`src/ppra_pkg.sv`:
```
package ppra_pkg;

	// Register byte offsets on the APB slave.
	localparam logic [7:0] PPRA_OFS_READ_ADDR = 8'h00;
	localparam logic [7:0] PPRA_OFS_CTRL = 8'h04;
	localparam logic [7:0] PPRA_OFS_CMD = 8'h08;
	localparam logic [7:0] PPRA_OFS_STAT = 8'h0C;
	localparam logic [7:0] PPRA_OFS_BASE = 8'h10;
	localparam logic [7:0] PPRA_OFS_DATA = 8'h14;

	// Field positions.
	localparam int PPRA_ADDR_IMPL_MSB = 23;
	localparam int PPRA_CTRL_CSF_LSB = 6;
	localparam int PPRA_CTRL_EXT_BIT = 8;
	localparam int PPRA_CTRL_DUAL_BIT = 17;
	localparam int PPRA_CMD_START_BIT = 0;
	localparam int PPRA_STAT_BUSY_BIT = 0;
	localparam int PPRA_STAT_DONE_BIT = 1;

	// Writable bits of each register.
	localparam logic [31:0] PPRA_ADDR_WMASK = 32'h00FF_FFFF;
	localparam logic [31:0] PPRA_CTRL_WMASK = 32'h0002_01C0;
	localparam logic [31:0] PPRA_BASE_WMASK = 32'h0000_FFFF;

	// Reset values.
	localparam logic [31:0] PPRA_ADDR_RESET = 32'h0000_0000;
	localparam logic [31:0] PPRA_CTRL_RESET = 32'h0000_0000;
	localparam logic [31:0] PPRA_BASE_RESET = 32'h0000_0000;
	localparam logic [7:0] PPRA_DATA_RESET = 8'h00;

	// Chip-select function encodings.
	localparam logic [1:0] PPRA_CSF_ADDR = 2'b00;
	localparam logic [1:0] PPRA_CSF_ONE = 2'b01;
	localparam logic [1:0] PPRA_CSF_BOTH = 2'b10;

	// Read cycle phase times and derived cycle counts at 125 MHz.
	localparam int PPRA_CLK_PERIOD_PS = 8000;
	localparam int PPRA_SETUP_NS = 16;
	localparam int PPRA_STROBE_NS = 40;
	localparam int PPRA_HOLD_NS = 16;
	localparam int PPRA_SETUP_CYC = (PPRA_SETUP_NS * 1000 + PPRA_CLK_PERIOD_PS - 1)
		/ PPRA_CLK_PERIOD_PS;
	localparam int PPRA_STROBE_CYC = (PPRA_STROBE_NS * 1000 + PPRA_CLK_PERIOD_PS - 1)
		/ PPRA_CLK_PERIOD_PS;
	localparam int PPRA_HOLD_CYC = (PPRA_HOLD_NS * 1000 + PPRA_CLK_PERIOD_PS - 1)
		/ PPRA_CLK_PERIOD_PS;

	typedef enum logic [3:0] {
		PPRA_ST_IDLE = 4'b0001,
		PPRA_ST_SETUP = 4'b0010,
		PPRA_ST_STROBE = 4'b0100,
		PPRA_ST_HOLD = 4'b1000
	} ppra_state_e;

endpackage : ppra_pkg

```
`src/ppra_addr_map.sv`:
```
`timescale 1ns/1ns
`default_nettype none
module ppra_addr_map (
	// Register contents and mode.
	input wire logic [23:0] raw_in,
	input wire logic [1:0] chip_select_function_in,
	input wire logic extended_address_enable_in,
	input wire logic dual_buffer_enable_in,
	// Decoded address and chip selects.
	output logic [23:0] read_target_address_out,
	output logic chip_sel_two_alt_flag_out,
	output logic chip_sel_one_alt_flag_out,
	output logic read_chip_sel_two_out,
	output logic read_chip_sel_one_out
);
	import ppra_pkg::*;

	wire ext_ok = extended_address_enable_in & dual_buffer_enable_in;
	wire csf_addr = (chip_select_function_in == PPRA_CSF_ADDR);
	wire csf_one = (chip_select_function_in == PPRA_CSF_ONE);
	wire csf_both = (chip_select_function_in == PPRA_CSF_BOTH);
	wire csf_any = csf_one | csf_both;

	assign chip_sel_two_alt_flag_out = csf_any & raw_in[23];
	assign read_target_address_out[23] = csf_addr & ext_ok & raw_in[23];
	assign chip_sel_one_alt_flag_out = csf_both & raw_in[22];
	assign read_target_address_out[22] = csf_addr & ext_ok & raw_in[22];
	assign read_target_address_out[21:16] = ext_ok ? raw_in[21:16] : 6'h00;
	assign read_chip_sel_two_out = csf_any & raw_in[15];
	assign read_target_address_out[15] = csf_addr & raw_in[15];
	assign read_chip_sel_one_out = csf_both & raw_in[14];
	assign read_target_address_out[14] = (csf_addr | csf_one) & raw_in[14];
	assign read_target_address_out[13:0] = raw_in[13:0];

endmodule : ppra_addr_map
`default_nettype wire

```
`src/ppra_read_port.sv`:
```
// Design decisions made here: the register offsets and the APB interface to the registers.
`timescale 1ns/1ns
`default_nettype none
module ppra_read_port #(
	parameter int SETUP_CYC = ppra_pkg::PPRA_SETUP_CYC,
	parameter int STROBE_CYC = ppra_pkg::PPRA_STROBE_CYC,
	parameter int HOLD_CYC = ppra_pkg::PPRA_HOLD_CYC,
	parameter int DATA_W = 8
) (
	// Clock, reset and clock enable.
	input wire logic core_clk_in,
	input wire logic resetn_in,
	input wire logic core_ce_in,
	// APB slave.
	input wire logic psel_in,
	input wire logic penable_in,
	input wire logic pwrite_in,
	input wire logic [7:0] paddr_in,
	input wire logic [31:0] pwdata_in,
	input wire logic [3:0] pstrb_in,
	output logic [31:0] prdata_out,
	output logic pready_out,
	output logic pslverr_out,
	// Parallel port pins.
	input wire logic [DATA_W-1:0] pmp_data_in,
	output logic [23:0] pmp_addr_out,
	output logic pmp_chip_sel_two_alt_flag_out,
	output logic pmp_chip_sel_one_alt_flag_out,
	output logic pmp_cs2_out,
	output logic pmp_cs1_out,
	output logic pmp_rd_strobe_out,
	output logic pmp_busy_out
);
	import ppra_pkg::*;

	localparam logic [3:0] SETUP_LAST = 4'(SETUP_CYC - 1);
	localparam logic [3:0] STROBE_LAST = 4'(STROBE_CYC - 1);
	localparam logic [3:0] HOLD_LAST = 4'(HOLD_CYC - 1);

	// Registers.
	logic [31:0] read_cycle_address_r;
	logic [31:0] read_cycle_address_nxt;
	logic [31:0] port_control_register_r;
	logic [31:0] port_control_register_nxt;
	logic [31:0] base_addr_r;
	logic [31:0] base_addr_nxt;
	logic [DATA_W-1:0] read_data_r;
	logic done_r;
	logic done_nxt;

	// APB response.
	logic pready_r;
	logic pslverr_r;
	logic [31:0] prdata_r;

	// Pin synchroniser.
	logic [DATA_W-1:0] data_meta_r;
	logic [DATA_W-1:0] data_sync_r;

	// Read cycle engine.
	ppra_state_e state_r;
	ppra_state_e state_nxt;
	logic [3:0] cnt_r;
	logic [3:0] cnt_nxt;
	logic [23:0] addr_r;
	logic chip_sel_two_alt_flag_r;
	logic chip_sel_one_alt_flag_r;
	logic cs2_r;
	logic cs1_r;
	logic strobe_r;
	logic busy_r;

	// Bus decode.
	wire apb_access = psel_in & penable_in & ~pready_r;
	wire apb_fire = psel_in & penable_in & pready_r;
	wire wr_fire = apb_fire & pwrite_in;
	wire hit_addr = (paddr_in == PPRA_OFS_READ_ADDR);
	wire hit_ctrl = (paddr_in == PPRA_OFS_CTRL);
	wire hit_cmd = (paddr_in == PPRA_OFS_CMD);
	wire hit_stat = (paddr_in == PPRA_OFS_STAT);
	wire hit_base = (paddr_in == PPRA_OFS_BASE);
	wire hit_data = (paddr_in == PPRA_OFS_DATA);
	wire hit_any = hit_addr | hit_ctrl | hit_cmd | hit_stat | hit_base | hit_data;
	wire [31:0] byte_mask = {{8{pstrb_in[3]}}, {8{pstrb_in[2]}},
		{8{pstrb_in[1]}}, {8{pstrb_in[0]}}};

	// Write merges, each limited to the implemented bits.
	wire [31:0] addr_wmask = byte_mask & PPRA_ADDR_WMASK;
	wire [31:0] ctrl_wmask = byte_mask & PPRA_CTRL_WMASK;
	wire [31:0] base_wmask = byte_mask & PPRA_BASE_WMASK;
	assign read_cycle_address_nxt = (wr_fire & hit_addr)
		? ((read_cycle_address_r & ~addr_wmask) | (pwdata_in & addr_wmask))
		: read_cycle_address_r;
	assign port_control_register_nxt = (wr_fire & hit_ctrl)
		? ((port_control_register_r & ~ctrl_wmask) | (pwdata_in & ctrl_wmask))
		: port_control_register_r;
	assign base_addr_nxt = (wr_fire & hit_base)
		? ((base_addr_r & ~base_wmask) | (pwdata_in & base_wmask))
		: base_addr_r;

	// Mode fields.
	wire [1:0] chip_select_function = port_control_register_r[PPRA_CTRL_CSF_LSB+1:PPRA_CTRL_CSF_LSB];
	wire ext_en = port_control_register_r[PPRA_CTRL_EXT_BIT];
	wire dual_en = port_control_register_r[PPRA_CTRL_DUAL_BIT];

	// Start command, taken only while the engine is idle.
	wire start_req = wr_fire & hit_cmd & pstrb_in[0] & pwdata_in[PPRA_CMD_START_BIT];
	wire idle = (state_r == PPRA_ST_IDLE);
	wire start_go = start_req & idle;
	wire cycle_end = (state_r == PPRA_ST_HOLD) & (cnt_r == 4'h0);

	// Done flag: a cycle ending in the same write that clears it keeps it set.
	wire done_clr = wr_fire & hit_stat & pstrb_in[0] & pwdata_in[PPRA_STAT_DONE_BIT];
	assign done_nxt = cycle_end ? 1'b1 : (done_clr ? 1'b0 : done_r);

	// Decoded view of the read-address register.
	wire [23:0] map_addr;
	wire map_chip_sel_two_alt_flag;
	wire map_chip_sel_one_alt_flag;
	wire map_cs2;
	wire map_cs1;

	ppra_addr_map u_addr_map (
		.raw_in(read_cycle_address_r[PPRA_ADDR_IMPL_MSB:0]),
		.chip_select_function_in(chip_select_function),
		.extended_address_enable_in(ext_en),
		.dual_buffer_enable_in(dual_en),
		.read_target_address_out(map_addr),
		.chip_sel_two_alt_flag_out(map_chip_sel_two_alt_flag),
		.chip_sel_one_alt_flag_out(map_chip_sel_one_alt_flag),
		.read_chip_sel_two_out(map_cs2),
		.read_chip_sel_one_out(map_cs1)
	);

	// Without dual buffering the read cycle takes the shared base address.
	wire [23:0] cyc_addr = dual_en ? map_addr : {8'h00, base_addr_r[15:0]};
	wire cyc_chip_sel_two_alt_flag = dual_en & map_chip_sel_two_alt_flag;
	wire cyc_chip_sel_one_alt_flag = dual_en & map_chip_sel_one_alt_flag;
	wire cyc_cs2 = dual_en & map_cs2;
	wire cyc_cs1 = dual_en & map_cs1;

	// Read-back multiplexer.
	wire [31:0] stat_word = {30'h0, done_r, ~idle};
	wire [31:0] data_word = {{(32-DATA_W){1'b0}}, read_data_r};
	wire [31:0] rd_word =
		hit_addr ? {8'h00, read_cycle_address_r[PPRA_ADDR_IMPL_MSB:0]} :
		hit_ctrl ? port_control_register_r :
		hit_stat ? stat_word :
		hit_base ? base_addr_r :
		hit_data ? data_word :
		32'h0000_0000;

	// Phase sequencing.
	always_comb begin
		state_nxt = state_r;
		cnt_nxt = cnt_r;
		unique case (state_r)
			PPRA_ST_IDLE: begin
				if (start_go) begin
					state_nxt = PPRA_ST_SETUP;
					cnt_nxt = SETUP_LAST;
				end
			end
			PPRA_ST_SETUP: begin
				if (cnt_r == 4'h0) begin
					state_nxt = PPRA_ST_STROBE;
					cnt_nxt = STROBE_LAST;
				end else begin
					cnt_nxt = cnt_r - 4'h1;
				end
			end
			PPRA_ST_STROBE: begin
				if (cnt_r == 4'h0) begin
					state_nxt = PPRA_ST_HOLD;
					cnt_nxt = HOLD_LAST;
				end else begin
					cnt_nxt = cnt_r - 4'h1;
				end
			end
			PPRA_ST_HOLD: begin
				if (cnt_r == 4'h0) begin
					state_nxt = PPRA_ST_IDLE;
				end else begin
					cnt_nxt = cnt_r - 4'h1;
				end
			end
			default: begin
				state_nxt = PPRA_ST_IDLE;
				cnt_nxt = 4'h0;
			end
		endcase
	end

	wire strobe_nxt = (state_nxt == PPRA_ST_STROBE);
	// Busy follows the next state so the pin leaves a flip-flop in step with the state.
	wire busy_nxt = (state_nxt != PPRA_ST_IDLE);
	wire capture = (state_r == PPRA_ST_STROBE) & (cnt_r == 4'h0);

	// Read-address register.
	always_ff @(posedge core_clk_in) begin
		if (!resetn_in) begin
			read_cycle_address_r <= PPRA_ADDR_RESET;
		end else if (core_ce_in) begin
			read_cycle_address_r <= read_cycle_address_nxt;
		end
	end

	// Control and base address registers.
	always_ff @(posedge core_clk_in) begin
		if (!resetn_in) begin
			port_control_register_r <= PPRA_CTRL_RESET;
			base_addr_r <= PPRA_BASE_RESET;
		end else if (core_ce_in) begin
			port_control_register_r <= port_control_register_nxt;
			base_addr_r <= base_addr_nxt;
		end
	end

	// Sticky done flag.
	always_ff @(posedge core_clk_in) begin
		if (!resetn_in) begin
			done_r <= 1'b0;
		end else if (core_ce_in) begin
			done_r <= done_nxt;
		end
	end

	// APB answer one cycle into the access phase.
	always_ff @(posedge core_clk_in) begin
		if (!resetn_in) begin
			pready_r <= 1'b0;
			pslverr_r <= 1'b0;
		end else if (core_ce_in) begin
			pready_r <= apb_access;
			pslverr_r <= apb_access & ~hit_any;
		end
	end

	// Read data is latched with the answer; writes return zero.
	always_ff @(posedge core_clk_in) begin
		if (!resetn_in) begin
			prdata_r <= 32'h0000_0000;
		end else if (core_ce_in && apb_access) begin
			prdata_r <= pwrite_in ? 32'h0000_0000 : rd_word;
		end
	end

	// Two-stage synchroniser on the data pins.
	always_ff @(posedge core_clk_in) begin
		if (!resetn_in) begin
			data_meta_r <= '0;
			data_sync_r <= '0;
		end else if (core_ce_in) begin
			data_meta_r <= pmp_data_in;
			data_sync_r <= data_meta_r;
		end
	end

	// Captured read data.
	always_ff @(posedge core_clk_in) begin
		if (!resetn_in) begin
			read_data_r <= PPRA_DATA_RESET[DATA_W-1:0];
		end else if (core_ce_in && capture) begin
			read_data_r <= data_sync_r;
		end
	end

	// Engine state.
	always_ff @(posedge core_clk_in) begin
		if (!resetn_in) begin
			state_r <= PPRA_ST_IDLE;
			cnt_r <= 4'h0;
		end else if (core_ce_in) begin
			state_r <= state_nxt;
			cnt_r <= cnt_nxt;
		end
	end

	// Strobe and busy pins.
	always_ff @(posedge core_clk_in) begin
		if (!resetn_in) begin
			strobe_r <= 1'b0;
			busy_r <= 1'b0;
		end else if (core_ce_in) begin
			strobe_r <= strobe_nxt;
			busy_r <= busy_nxt;
		end
	end

	// The address is latched at the start and kept after the cycle.
	always_ff @(posedge core_clk_in) begin
		if (!resetn_in) begin
			addr_r <= 24'h00_0000;
		end else if (core_ce_in && start_go) begin
			addr_r <= cyc_addr;
		end
	end

	// Chip selects are latched at the start and dropped at the end of the hold phase.
	always_ff @(posedge core_clk_in) begin
		if (!resetn_in) begin
			chip_sel_two_alt_flag_r <= 1'b0;
			chip_sel_one_alt_flag_r <= 1'b0;
			cs2_r <= 1'b0;
			cs1_r <= 1'b0;
		end else if (core_ce_in) begin
			if (start_go) begin
				chip_sel_two_alt_flag_r <= cyc_chip_sel_two_alt_flag;
				chip_sel_one_alt_flag_r <= cyc_chip_sel_one_alt_flag;
				cs2_r <= cyc_cs2;
				cs1_r <= cyc_cs1;
			end else if (cycle_end) begin
				chip_sel_two_alt_flag_r <= 1'b0;
				chip_sel_one_alt_flag_r <= 1'b0;
				cs2_r <= 1'b0;
				cs1_r <= 1'b0;
			end
		end
	end

	assign prdata_out = prdata_r;
	assign pready_out = pready_r;
	assign pslverr_out = pslverr_r;
	assign pmp_addr_out = addr_r;
	assign pmp_chip_sel_two_alt_flag_out = chip_sel_two_alt_flag_r;
	assign pmp_chip_sel_one_alt_flag_out = chip_sel_one_alt_flag_r;
	assign pmp_cs2_out = cs2_r;
	assign pmp_cs1_out = cs1_r;
	assign pmp_rd_strobe_out = strobe_r;
	assign pmp_busy_out = busy_r;

endmodule : ppra_read_port
`default_nettype wire

```
`config.mk`:
```
export PLATFORM = sky130hd
export DESIGN_NAME = ppra_read_port
export DESIGN_NICKNAME = d
export VERILOG_FILES = /design/src/ppra_pkg.sv /design/src/ppra_addr_map.sv /design/src/ppra_read_port.sv
export SDC_FILE = /design/constraint.sdc
export NUM_CORES = 1
export LEC_CHECK = 0
export BUFFER_PORTS_ARGS = -buffer_cell sky130_fd_sc_hd__clkbuf_2
export CORE_MARGIN = 1
export CORE_UTILIZATION = 45
export CTS_CLUSTER_DIAMETER = 120
export DETAILED_ROUTE_END_ITERATION = 10
export PLACE_DENSITY = 0.77
export SETUP_SLACK_MARGIN = 0.15
export SLEW_MARGIN = 40
export SYNTH_ARGS = -nofsm -noshare
export SYNTH_HDL_FRONTEND = slang
export SYNTH_HIERARCHICAL = 1
export SYNTH_SLANG_ARGS = --single-unit
```
`constraint.sdc`:
```
create_clock -name core_clk_in -period 3.4 [get_ports core_clk_in]
set_input_delay 0.68 -clock core_clk_in [delete_from_list [all_inputs] [get_ports core_clk_in]]
set_output_delay 0.68 -clock core_clk_in [all_outputs]
set_load 0.03 [all_outputs]
```
==> metrics.txt <==
placed instance area 6600 um2; port buffer count 104; vias in the first global route 4839; # diodes 0; register area 2660 um2; Hold Crit Class reg -> reg; Crit path largest cell delay 560 ps; I/O pins 122; die width 118 um; First-pass DRT Iterations 5; Crit Path Class in -> reg; unrepaired setup endpoints after global routing false; Max rail drop VDD 0.397 mV; P per Cell Area 504 nW/um2; DRC viols 0; worst reg2reg startpoint cnt_r[0]; clk slew on worst S/H paths 50 ps; Slew @ Worst Pin 795 ps; Num CTS Buffers 17; clock buffer depth 2; first-pass GRT wire length 23300 um; core box area 13200 um2; initial antenna violation count 0; Tmin final 2610 ps; Final HPWL DP 10100 um; RD Place Congestion 0.874; Worst setup startpoint paddr_in[4]; Worst Path Arrival 2910 ps; cell taking the most area after synthesis dfxtp_1; reg2reg setup slack 1150 ps; gr ovfl total 0; layout cells sized above 1 0.218; number of synthesized flops with an enable pin 0; area grow syn2layout 18.8%; final-layout fill cell count 1144; clock latency at the later pin of the worst-skew pair 420 ps; Max Slew Vio Count 0; pin count of the biggest net entering global routing 70; ANT nets after route 0; Critical Path Start Type input pin; reg-to-reg endpoint cnt_r[3]; final setup violation count 0; critical path peak fanout 9; Yosys reg bits 133; Final Net Count 760; prevailing post-synth register cell dfxtp_1; Final Hold Vio Count 0; synth top area cells dfxtp_1, mux2i_1, nor2b_1, buf_4, o211a_1; YS warnings 6; end of the critical path cnt_r[3]; post-route cell area 7230 um2; slowest cell on the critical path or4_4; Slew headroom 0.469; Synth async-reset ratio 0; status finished clean; Crit. End Element register; post-CTS sizing 0; cell depth of the worst flop-to-flop path 7; Post-Syn Instances 625; CTS H-tree lvls 4; Seq/Total Area, Yosys 0.438; starting density of the core 0.461; leakage 2.97 nW; GRT Resource Usage Total 0.212; post-synth cell types 54; Crit path top cell by count or4_4; multi-input logic area 3080 um2; Vias/cell 5.46; FMAX 383 MHz; worst hold slack 478 ps; Worst EP required 3690 ps; Final period util 0.769; Post-CTS Setup Bufs 0; # placed instances 854; cell row count 42; DIE HEIGHT 118 um; syn_area_per_cell 9.73 um2; clk sinks 133; CTS root buf clkbuf_16; First DRT Iteration DRCs 315; Clock Skews 6.49 ps; Mapped Area 6080 um2; setup total negative slack 0 ps; Synth top area share 0.438; total power 3.65 mW; routed via count 4839; mean routed wirelength per cell 16.3 um; Post-CTS Hold Fix Bufs 0; non-filler cells, final 886; die area 14000 um2; Post-Route WL 14400 um; max_cap viols 0; CTS tree done; crit path cell chain clkbuf_2, or4_4, or4_4, a211o_1, and3_1, or3_1
kinds of logic (layout without fill, tap and decap cells):
logic type      after synthesis  in the layout  share of synthesized area
other cells                   1              8                   0.000617
simple gates                216            216                      0.206
compound gates              108            108                      0.142
buf+inv                      76            154                     0.0625
xor+xnor                      2              2                    0.00288
flops                       133            133                      0.438
fa+ha+maj                     5              5                     0.0103
mux                          84             84                      0.138
worst min-delay path by stage:
stage / start / to / slack (ps) / cells after the start
floorplan: done_r / done_r / 450 / 2
global placement: pmp_addr_out[19] / pmp_addr_out[19] / 450 / 2
detailed placement: pmp_addr_out[19] / pmp_addr_out[19] / 470 / 2
CTS: pmp_addr_out[23] / pmp_addr_out[23] / 480 / 2
global route: pmp_addr_out[20] / pmp_addr_out[20] / 500 / 2
finish: pmp_addr_out[23] / pmp_addr_out[23] / 480 / 2
per-stage QoR:
step	util	worst slack [ps]
floorplan	-	570
global placement	0.500	419
detailed placement	0.500	384
CTS	0.548	822
global route	0.548	761
finish	0.548	786
cells in the final DEF (no fill, tap or decap), drive strengths merged, types with 5 or more instances in the layout:
cell type and count:
a32o 6, a22oi 13, conb 8, ha 5, clkbuf 127, nand2b 11
o211a 16, mux2i 84, a21boi 18, o31ai 5, a222oi 6, and2 6
nor2 13, nor2b 86, a21oi 10, nand3 19, nor3 7, buf 11
a22o 14, and3 17, dfxtp 133, inv 7, o21ai 8, nand2 32
critical path, delay by kind of cell:
kind	cells	cell delay, ps
buf+inv	1	150
compound gates	1	400
simple gates	4	1680
cell usage after synthesis (all sizes together) (3+ instances only):
cell type and count:
o21ai 8, o31ai 5, clkbuf 39, and2 6
nand4 4, a22oi 13, a222oi 6, inv 7
a32o 6, and3 17, nor4 4, a21boi 18
nor3 7, dfxtp 133, or3 4, nand3 19
o211a 16, a22o 14, nand2 32, nor2b 86
ha 5, buf 29, a21oi 10, nor2 13
nand2b 11, and4 3, or4 3, mux2i 84
final cells by class:
type / count / share of cell area
multi-input cells: 423 / 0.426
well taps: 176 / 0.0305
inverters: 8 / 0.00415
repair buffers: 114 / 0.0845
flip-flops and latches: 133 / 0.368
clock buffers: 24 / 0.0666
clock inverters: 8 / 0.0203
per-layer routing:
layer / vias up / wire length (um) / global-route usage
met2: 161 / 6840 / 0.356
met5: - / 0 / 0
met3: 41 / 895 / 0.0671
met1: 2298 / 6170 / 0.243
li1: 2339 / - / -
met4: 0 / 535 / 0.108
power by group:
part | leakage [nW] | switching, mW | internal [mW] | total, mW
logic | 1.59 | 0.0858 | 0.0587 | 0.144
clock network | 0.304 | 0.640 | 1.28 | 1.92
registers | 1.07 | 0.00718 | 1.57 | 1.58
No activity file was read; power rests on OpenSTA's default activity.
